**config.mk**
```make
export PLATFORM = sky130hd
export DESIGN_NAME = diag_reset_ctl
export DESIGN_NICKNAME = d
export VERILOG_FILES = /design/src/hw/diag_reset_pkg.sv /design/src/hw/diag_reset_ctl.sv
export SDC_FILE = /design/constraint.sdc
export NUM_CORES = 1
export LEC_CHECK = 0
export ABC_CLOCK_PERIOD_IN_PS = 3400
export BUFFER_PORTS_ARGS = -buffer_cell sky130_fd_sc_hd__buf_2
export CORE_MARGIN = 4
export CORE_UTILIZATION = 55
export CTS_BUF_LIST = sky130_fd_sc_hd__clkbuf_8
export DETAILED_ROUTE_END_ITERATION = 6
export HOLD_SLACK_MARGIN = 0.12
export MAX_ROUTING_LAYER = met4
export PLACE_DENSITY = 0.79
export SYNTH_ARGS = -nofsm -noshare
export SYNTH_HDL_FRONTEND = slang
export SYNTH_SLANG_ARGS = --single-unit
export TNS_END_PERCENT = 20
```
**constraint.sdc**
```tcl
create_clock -name core_clk -period 3.4 [get_ports core_clk]
set_input_delay 0.17 -clock core_clk [delete_from_list [all_inputs] [get_ports core_clk]]
set_output_delay 0.17 -clock core_clk [all_outputs]
set_load 0.03 [all_outputs]
```
**src/hw/diag_reset_pkg.sv**
```systemverilog
package diag_reset_pkg;

  // device clock and protocol times, each in its own unit
  localparam longint unsigned CLK_HZ = 64'd250_000_000;
  localparam longint unsigned PDIAG_WAIT_MS = 64'd1;
  localparam longint unsigned PDIAG_TIMEOUT_S = 64'd6;
  localparam longint unsigned RELEASE_MAX_NS = 64'd400;

  // cycle counts; the least wait is exact at this rate, the timeout is an exact product
  localparam longint unsigned PDIAG_WAIT_CYC = (CLK_HZ * PDIAG_WAIT_MS + 64'd999) / 64'd1000;
  localparam longint unsigned PDIAG_TIMEOUT_CYC = CLK_HZ * PDIAG_TIMEOUT_S;
  localparam longint unsigned RELEASE_MAX_CYC = (CLK_HZ / 64'd1_000_000) * RELEASE_MAX_NS / 64'd1000;

  localparam int CNT_W = 32;

  // error register layout
  localparam int ERR_COMPANION_BIT = 7;
  localparam logic [7:0] ERR_RESET_VAL = 8'h01;

  // status bits cleared at completion
  localparam logic [7:0] STAT_CLR_PLAIN = 8'h0d;   // bits 3, 2, 0
  localparam logic [7:0] STAT_CLR_PACKET = 8'h7d;  // bits 6, 5, 4, 3, 2, 0

  // signature values
  localparam logic [7:0] SIG_SECT_CNT = 8'h01;
  localparam logic [7:0] SIG_SECT_NUM = 8'h01;
  localparam logic [7:0] SIG_CYL_LO_PLAIN = 8'h00;
  localparam logic [7:0] SIG_CYL_HI_PLAIN = 8'h00;
  localparam logic [7:0] SIG_CYL_LO_PACKET = 8'h14;
  localparam logic [7:0] SIG_CYL_HI_PACKET = 8'heb;

  // index of each signature register in the host write strobes
  localparam int SIG_IDX_CNT = 0;
  localparam int SIG_IDX_NUM = 1;
  localparam int SIG_IDX_CLO = 2;
  localparam int SIG_IDX_CHI = 3;

  typedef enum logic [3:0] {
    ST_IDLE = 4'h0,
    ST_D0_WAIT = 4'h1,
    ST_D0_SAMPLE = 4'h2,
    ST_D0_STATUS = 4'h3,
    ST_D1_NEGATE = 4'h4,
    ST_D1_STATUS = 4'h5,
    ST_DR_STATUS = 4'h6
  } state_t;

endpackage : diag_reset_pkg

```
**src/hw/diag_reset_ctl.sv**
```systemverilog
`timescale 1ns/10ps

// Behaviour
// - no companion seen: clear bit7, set status
// - companion present: wait 1 ms first
// - companion pass seen: clear bit7, set status
// - keep sampling until pass or 6 s
// - 6 s timeout: set bit7, set status
// - finish self-test, write code, load signature
// - clear status bits by packet capability
// - packet device restores operating modes after diagnostic
// - clear busy; interrupt only when nien zero
// - second drive: release bus, busy, clear dev
// - second drive negates pass line within 1 ms
// - second drive: result, signature, pass if good
// - second drive: clear busy, no interrupt
// - reset pin or srst during a diagnostic or device reset restarts reset protocols
// - device reset: release bus, set busy
// - device reset abandons commands and background work
// - device reset keeps mode settings unchanged
// - device reset: signature, bit7 clear, status clear
// - device reset: clear busy, selected idle, no interrupt
// - packet signature 01 01 14 eb
// - signature held until drdy command or host write
module diag_reset_ctl #(
  parameter logic [31:0] PDIAG_WAIT_CYC = 32'(diag_reset_pkg::PDIAG_WAIT_CYC),
  parameter logic [31:0] PDIAG_TIMEOUT_CYC = 32'(diag_reset_pkg::PDIAG_TIMEOUT_CYC)
) (
  input wire logic core_clk,
  input wire logic rst_b,
  input wire logic clk_en,
  input wire logic diag_cmd,
  input wire logic dev_reset_cmd,
  input wire logic is_second_drive,
  input wire logic companion_present,
  input wire logic packet_set,
  input wire logic nien,
  input wire logic srst,
  input wire logic hw_reset_pin_b,
  input wire logic pdiag_in_b,
  input wire logic selftest_done,
  input wire logic selftest_pass,
  input wire logic [6:0] selftest_code,
  input wire logic status_rd,
  input wire logic drdy_cmd,
  input wire logic [3:0] host_sig_wr,
  input wire logic [7:0] host_wr_data,
  output logic bsy,
  output logic intrq,
  output logic bus_release,
  output logic dev_clear,
  output logic pdiag_out_b,
  output logic pdiag_oe,
  output logic [7:0] error_reg,
  output logic status_clear,
  output logic [7:0] status_clear_mask,
  output logic [7:0] sig_sect_cnt,
  output logic [7:0] sig_sect_num,
  output logic [7:0] sig_cyl_lo,
  output logic [7:0] sig_cyl_hi,
  output logic sig_valid,
  output logic mode_restore,
  output logic abort_cmd,
  output logic hw_restart,
  output logic sw_restart,
  output logic idle_selected,
  output logic idle_not_selected
);

  // elaboration checks on the window counts
  if (PDIAG_WAIT_CYC == 32'h0 || PDIAG_TIMEOUT_CYC <= PDIAG_WAIT_CYC) begin : g_bad_cnt
    $error("timeout count must exceed a non-zero wait count");
  end

  typedef struct packed {
    diag_reset_pkg::state_t st;
    logic [31:0] cnt;
    logic pd_m, pd_s, rp_m, rp_s, rp_d;
    logic bsy, intrq, bus_rel, dev_clr, pdiag_oe;
    logic [7:0] err;
    logic st_clr;
    logic [7:0] st_mask;
    logic [7:0] sig_cnt, sig_num, sig_clo, sig_chi;
    logic sig_ok, mode_rst, abort, hw_rst, sw_rst, idle_sel, idle_nsel;
  } ctl_t;

  logic [1:0] rst_sync_ff;
  logic rst_sync_b;
  ctl_t ctl_ff, nxt_ctl;
  logic busy_cmd, reset_hit, finish;
  logic [7:0] sig_lo_val, sig_hi_val;

  // reset released through two flops; assertion stays asynchronous
  always_ff @(posedge core_clk or negedge rst_b) begin
    if (!rst_b) begin
      rst_sync_ff <= 2'h0;
    end else begin
      rst_sync_ff <= {rst_sync_ff[0], 1'b1};
    end
  end
  assign rst_sync_b = rst_sync_ff[1];

  // a diagnostic or device reset is in progress
  assign busy_cmd = (ctl_ff.st != diag_reset_pkg::ST_IDLE);
  // reset pin falling edge, seen on the synchronised copy only
  assign reset_hit = ctl_ff.rp_d && !ctl_ff.rp_s;
  assign sig_lo_val = packet_set ? diag_reset_pkg::SIG_CYL_LO_PACKET : diag_reset_pkg::SIG_CYL_LO_PLAIN;
  assign sig_hi_val = packet_set ? diag_reset_pkg::SIG_CYL_HI_PACKET : diag_reset_pkg::SIG_CYL_HI_PLAIN;

  // next-state logic for the whole block
  always_comb begin
    nxt_ctl = ctl_ff;
    finish = 1'b0;
    // pulses last one cycle
    nxt_ctl.dev_clr = 1'b0;
    nxt_ctl.st_clr = 1'b0;
    nxt_ctl.mode_rst = 1'b0;
    nxt_ctl.abort = 1'b0;
    nxt_ctl.hw_rst = 1'b0;
    nxt_ctl.sw_rst = 1'b0;
    // pin synchronisers: the first flop feeds only the second
    nxt_ctl.pd_m = pdiag_in_b;
    nxt_ctl.pd_s = ctl_ff.pd_m;
    nxt_ctl.rp_m = hw_reset_pin_b;
    nxt_ctl.rp_s = ctl_ff.rp_m;
    nxt_ctl.rp_d = ctl_ff.rp_s;
    // host status read drops a pending interrupt
    if (status_rd) begin
      nxt_ctl.intrq = 1'b0;
    end
    // a command that sets drdy frees the signature
    if (drdy_cmd) begin
      nxt_ctl.sig_ok = 1'b0;
    end
    // host writes replace the value and spoil the signature
    if (host_sig_wr[diag_reset_pkg::SIG_IDX_CNT]) begin
      nxt_ctl.sig_cnt = host_wr_data;
    end
    if (host_sig_wr[diag_reset_pkg::SIG_IDX_NUM]) begin
      nxt_ctl.sig_num = host_wr_data;
    end
    if (host_sig_wr[diag_reset_pkg::SIG_IDX_CLO]) begin
      nxt_ctl.sig_clo = host_wr_data;
    end
    if (host_sig_wr[diag_reset_pkg::SIG_IDX_CHI]) begin
      nxt_ctl.sig_chi = host_wr_data;
    end
    if (|host_sig_wr) begin
      nxt_ctl.sig_ok = 1'b0;
    end

    unique case (ctl_ff.st)
      diag_reset_pkg::ST_IDLE: begin
        nxt_ctl.cnt = 32'h0;
        if (diag_cmd) begin
          // release the bus and go busy at once, well inside 400 ns
          nxt_ctl.bsy = 1'b1;
          nxt_ctl.bus_rel = 1'b1;
          nxt_ctl.dev_clr = 1'b1;
          nxt_ctl.intrq = 1'b0;
          nxt_ctl.idle_sel = 1'b0;
          nxt_ctl.idle_nsel = 1'b0;
          nxt_ctl.pdiag_oe = 1'b0;
          if (is_second_drive) begin
            nxt_ctl.st = diag_reset_pkg::ST_D1_NEGATE;
          end else if (companion_present) begin
            nxt_ctl.st = diag_reset_pkg::ST_D0_WAIT;
          end else begin
            nxt_ctl.err[diag_reset_pkg::ERR_COMPANION_BIT] = 1'b0;
            nxt_ctl.st = diag_reset_pkg::ST_D0_STATUS;
          end
        end else if (dev_reset_cmd) begin
          nxt_ctl.bsy = 1'b1;
          nxt_ctl.bus_rel = 1'b1;
          nxt_ctl.intrq = 1'b0;
          nxt_ctl.idle_sel = 1'b0;
          nxt_ctl.idle_nsel = 1'b0;
          nxt_ctl.abort = 1'b1;
          nxt_ctl.st = diag_reset_pkg::ST_DR_STATUS;
        end
      end
      diag_reset_pkg::ST_D0_WAIT: begin
        // counts cycles since the command was written
        nxt_ctl.cnt = ctl_ff.cnt + 32'h1;
        if (ctl_ff.cnt >= PDIAG_WAIT_CYC - 32'h1) begin
          nxt_ctl.st = diag_reset_pkg::ST_D0_SAMPLE;
        end
      end
      diag_reset_pkg::ST_D0_SAMPLE: begin
        nxt_ctl.cnt = ctl_ff.cnt + 32'h1;
        if (!ctl_ff.pd_s) begin
          nxt_ctl.err[diag_reset_pkg::ERR_COMPANION_BIT] = 1'b0;
          nxt_ctl.st = diag_reset_pkg::ST_D0_STATUS;
        end else if (ctl_ff.cnt >= PDIAG_TIMEOUT_CYC - 32'h1) begin
          nxt_ctl.err[diag_reset_pkg::ERR_COMPANION_BIT] = 1'b1;
          nxt_ctl.st = diag_reset_pkg::ST_D0_STATUS;
        end else begin
          nxt_ctl.st = diag_reset_pkg::ST_D0_SAMPLE;
        end
      end
      diag_reset_pkg::ST_D0_STATUS: begin
        // holds busy until the local self-test reports
        if (selftest_done) begin
          finish = 1'b1;
          nxt_ctl.err[6:0] = selftest_code;
          nxt_ctl.st_mask = packet_set ? diag_reset_pkg::STAT_CLR_PACKET : diag_reset_pkg::STAT_CLR_PLAIN;
          nxt_ctl.mode_rst = packet_set;
          nxt_ctl.intrq = !nien;
          nxt_ctl.idle_sel = 1'b1;
        end
      end
      diag_reset_pkg::ST_D1_NEGATE: begin
        // pass line already released on entry, far inside 1 ms
        nxt_ctl.pdiag_oe = 1'b0;
        nxt_ctl.st = diag_reset_pkg::ST_D1_STATUS;
      end
      diag_reset_pkg::ST_D1_STATUS: begin
        if (selftest_done) begin
          finish = 1'b1;
          nxt_ctl.err = {1'b0, selftest_code};
          nxt_ctl.pdiag_oe = selftest_pass;
          nxt_ctl.st_mask = packet_set ? diag_reset_pkg::STAT_CLR_PACKET : diag_reset_pkg::STAT_CLR_PLAIN;
          nxt_ctl.mode_rst = packet_set;
          nxt_ctl.idle_nsel = 1'b1;
        end
      end
      diag_reset_pkg::ST_DR_STATUS: begin
        // mode settings untouched, so no unit attention is owed
        finish = 1'b1;
        nxt_ctl.err[diag_reset_pkg::ERR_COMPANION_BIT] = 1'b0;
        nxt_ctl.st_mask = diag_reset_pkg::STAT_CLR_PACKET;
        nxt_ctl.mode_rst = 1'b0;
        nxt_ctl.intrq = 1'b0;
        nxt_ctl.idle_sel = 1'b1;
      end
      default: begin
        nxt_ctl.st = diag_reset_pkg::ST_IDLE;
      end
    endcase

    // shared completion; the hardware load wins over a host write in the same cycle
    if (finish) begin
      nxt_ctl.sig_cnt = diag_reset_pkg::SIG_SECT_CNT;
      nxt_ctl.sig_num = diag_reset_pkg::SIG_SECT_NUM;
      nxt_ctl.sig_clo = sig_lo_val;
      nxt_ctl.sig_chi = sig_hi_val;
      nxt_ctl.sig_ok = 1'b1;
      nxt_ctl.st_clr = 1'b1;
      nxt_ctl.bsy = 1'b0;
      nxt_ctl.bus_rel = 1'b0;
      nxt_ctl.st = diag_reset_pkg::ST_IDLE;
    end

    // reset requests mid-command hand over to the reset protocols
    if (busy_cmd && (reset_hit || srst)) begin
      nxt_ctl.hw_rst = reset_hit;
      nxt_ctl.sw_rst = !reset_hit;
      nxt_ctl.bsy = 1'b0;
      nxt_ctl.bus_rel = 1'b0;
      nxt_ctl.st_clr = 1'b0;
      nxt_ctl.mode_rst = 1'b0;
      nxt_ctl.intrq = 1'b0;
      nxt_ctl.idle_sel = 1'b0;
      nxt_ctl.idle_nsel = 1'b0;
      nxt_ctl.st = diag_reset_pkg::ST_IDLE;
    end
  end

  // the whole state in one register; clk_en low freezes it
  always_ff @(posedge core_clk or negedge rst_sync_b) begin
    if (!rst_sync_b) begin
      ctl_ff <= '{st: diag_reset_pkg::ST_IDLE, cnt: 32'h0, pd_m: 1'b1, pd_s: 1'b1,
                  rp_m: 1'b1, rp_s: 1'b1, rp_d: 1'b1, err: diag_reset_pkg::ERR_RESET_VAL,
                  st_mask: 8'h00, sig_cnt: 8'h00, sig_num: 8'h00, sig_clo: 8'h00,
                  sig_chi: 8'h00, default: 1'b0};
    end else if (clk_en) begin
      ctl_ff <= nxt_ctl;
    end
  end

  // outputs straight from the state register; pdiag_out_b is tied low
  assign bsy = ctl_ff.bsy;
  assign intrq = ctl_ff.intrq;
  assign bus_release = ctl_ff.bus_rel;
  assign dev_clear = ctl_ff.dev_clr;
  assign pdiag_out_b = 1'b0;
  assign pdiag_oe = ctl_ff.pdiag_oe;
  assign error_reg = ctl_ff.err;
  assign status_clear = ctl_ff.st_clr;
  assign status_clear_mask = ctl_ff.st_mask;
  assign sig_sect_cnt = ctl_ff.sig_cnt;
  assign sig_sect_num = ctl_ff.sig_num;
  assign sig_cyl_lo = ctl_ff.sig_clo;
  assign sig_cyl_hi = ctl_ff.sig_chi;
  assign sig_valid = ctl_ff.sig_ok;
  assign mode_restore = ctl_ff.mode_rst;
  assign abort_cmd = ctl_ff.abort;
  assign hw_restart = ctl_ff.hw_rst;
  assign sw_restart = ctl_ff.sw_rst;
  assign idle_selected = ctl_ff.idle_sel;
  assign idle_not_selected = ctl_ff.idle_nsel;

  logic quiet;
  assign quiet = clk_en && !srst && ctl_ff.rp_s && ctl_ff.rp_d;
endmodule : diag_reset_ctl

```
==> impl_results.md <==
* Worst VDD drop at 0.0003913 V
* Slew @ Worst Pin at 834.0 ps
* Clk pin slew, worst setup/hold paths at 100 ps
* Commonest non-fill, non-tap cell in the layout: buf_2
* Min-delay src: host_wr_data[1]
* CTS sink cnt at 97
* Final Cell Area at 5652 sq um
* Total grt overflow at 0
* Critical path class: flip-flop to flip-flop
* Setup violations, final at 0
* Final setup margin at 738.7 ps
* Reg-to-Reg Start: ctl_ff[99]
* Largest net degree at the start of global routing at 50
* Count of cell types in the netlist at 55
* Post-Syn Area per Cell at 9.228 sq um
* Crit-path max FO at 18
* Max reg flops at 40
* Post-synth EDFFs at 0
* Syn Inst Count at 549
* CP bufs+invs at 0
* Crit path max-delay family: simple AND/OR/NAND/NOR gates
* Slew Limit Fails at 0
* CTS tree: done
* Slew headroom at 42.96%
* CP startpoint: ctl_ff[99]
* Placed Area at 5279 sq um
* Most flop-heavy register: ctl_ff
* Leak at 2.564 nW
* Setup crit start kind: flip-flop
* Async set or reset register ratio after synthesis at 100.0%
* Die area at 10,810 sq um
* Setup_tns at 0 ps
* Die height at 104.0 um
* Max Cap Violations at 0
* Resized Gates After CTS at 0
* Power, Total at 3.933 mW
* Detailed Route WL at 11,660 um
* Critical path arrival at 2950 ps
* CP peak stage delay at 720 ps
* Seq/Total Area, Yosys at 48.06%
* Fmax at 0.3758 GHz
* GRT Total Usage at 23.06%
* Status: completed
* Unrepaired setup endpoints after global routing: false
* #FFs+latches synth at 97
* Core footprint at 8848 sq um
* Post-synth top flop: dfrtp_1
* # hold bufs at CTS at 21
* Synth warn at 0
* Fin crit period at 2661 ps
* HP Class: primary input to flip-flop
* Inserted Clock Buffers at 9
* Hold Fails Final Rpt at 0
* Initial antenna violation count at 0
* Pre-CTS WS at 761.6 ps
* CP Capture Type: flip-flop
* Pre-antenna DRT Iters at 5
* Clock Latency Late Sink at 360 ps
* FP Rows at 34
* CTS H-tree lvls at 3
* GPL Wtd Cong at 0.8613
* Vias at 4,198
* First-pass GRT wire length at 20,150 um
* Share of cells above drive strength 1 at 23.09%
* Post-CTS Setup Bufs at 0
* PD cells at 695.8 nW/um^2
* Synthesized area at 5066 sq um
* Slowest CP cell: or4_1
* CP Cell Sequence: nand2_1 > nand3_1 > or4_1 > or4_1 > a21oi_1
* Hold slack final at 130.1 ps
* Final nets at 647
* Vias/cell at 5.806
* Inserted Diodes at 0
* Maximum buffer depth of the clock tree at 2
* Antenna viol nets, final at 0
* Synth-to-Final Area Change at 11.56%
* Routed WL per cell at 16.13 um
* Most frequent CP cell: or4_1
* DPL Wire Length at 8263 um
* Horiz. Die Dim at 104.0 um
* Critical Path RT at 3690 ps
* Non-Filler Instances at 723
* First-iteration detailed-routing DRC count at 188
* Finished Core Util at 63.87%
* Worst Skew at 11.07 ps
* Drt drc at 0
* I/O Pins at 97
* # port buffers at 93
* Placed cells at 687
* Initial core utilization at 57.25%
* Vias in the first global route at 4,181
* Clk Tree Root Cell: clkbuf_8
* Final period utilization at 78.27%
* Most frequent cells in the layout: 93 x buf_2, 90 x dfrtp_1, 71 x nand2_1
==> cells by family (layout without fill, tap and decap cells) <==
kind of cell	after synthesis	in the layout	share of synthesized area (%)
simple gates	201	201	19.34
mux	13	13	2.890
fa+ha+maj	1	1	0.2469
xor+xnor	19	19	3.285
flops	97	97	48.06
buf+inv	90	154	10.32
compound gates	126	126	15.71
other cells	2	4	0.1482
==> final cells by class <==
type / count / area (sq um)
Tap cell: 108 / 135.1
Clock inverter: 6 / 38.79
Multi-Input combinational cell: 364 / 2116
Inverter: 17 / 63.81
Clock buffer: 9 / 123.9
Fill cell: 726 / 3197
Sequential cell: 97 / 2439
Timing Repair Buffer: 122 / 735.7
==> path summary, 6_finish.rpt <==
kind | cells after the start | slack [ps] | endpoint
max in group asynchronous | 1 | 2230 | ctl_ff[63]
min in group asynchronous | 0 | 360 | status_clear
min reg2reg | 0 | 360 | status_clear
max | 5 | 740 | ctl_ff[94]
max reg2reg | 5 | 740 | ctl_ff[94]
min | 3 | 130 | sig_sect_num[1]
==> worst reg2reg max path: cells and delay by family, from the launching register on <==
family / cells / cell delay (ps)
and+or+nand+nor: 4 / 1850
DFF: 1 / 590
AOI/OAI and AO/OA: 1 / 150
==> synthesized netlist by cell type, types with 8 or more instances <==
cell	n	area (sq um)
or4_1	8	60.06
dfrtp_1	91	2277
nand3_1	15	75.07
or3_1	9	56.30
clkbuf_1	22	82.58
inv_1	17	63.81
o21ai_0	47	235.2
xnor2_1	16	140.1
nor3_1	17	85.08
mux2_2	13	146.4
a21oi_1	25	125.1
nand2_1	71	266.5
nor2_1	39	146.4
nand4_1	10	62.56
buf_4	49	367.9
==> power breakdown <==
group          switching [mW]  internal, mW  total (mW)  leakage, nW
Sequential              0.207          1.43        1.64         1.25
Combinational            1.12         0.525        1.65         1.24
Clock                   0.388         0.258       0.646       0.0799
==> metal layers <==
| metal | GRT usage, % | wire length [um] | vias up |
|---|---|---|---|
| li1 | - | - | 1999 |
| met1 | 28.78 | 4892 | 2030 |
| met2 | 37.70 | 5841 | 143 |
| met3 | 5.338 | 624 | 26 |
| met4 | 6.838 | 300 | 0 |
| met5 | - | 0 | - |
(Power assumes the default switching activity.)
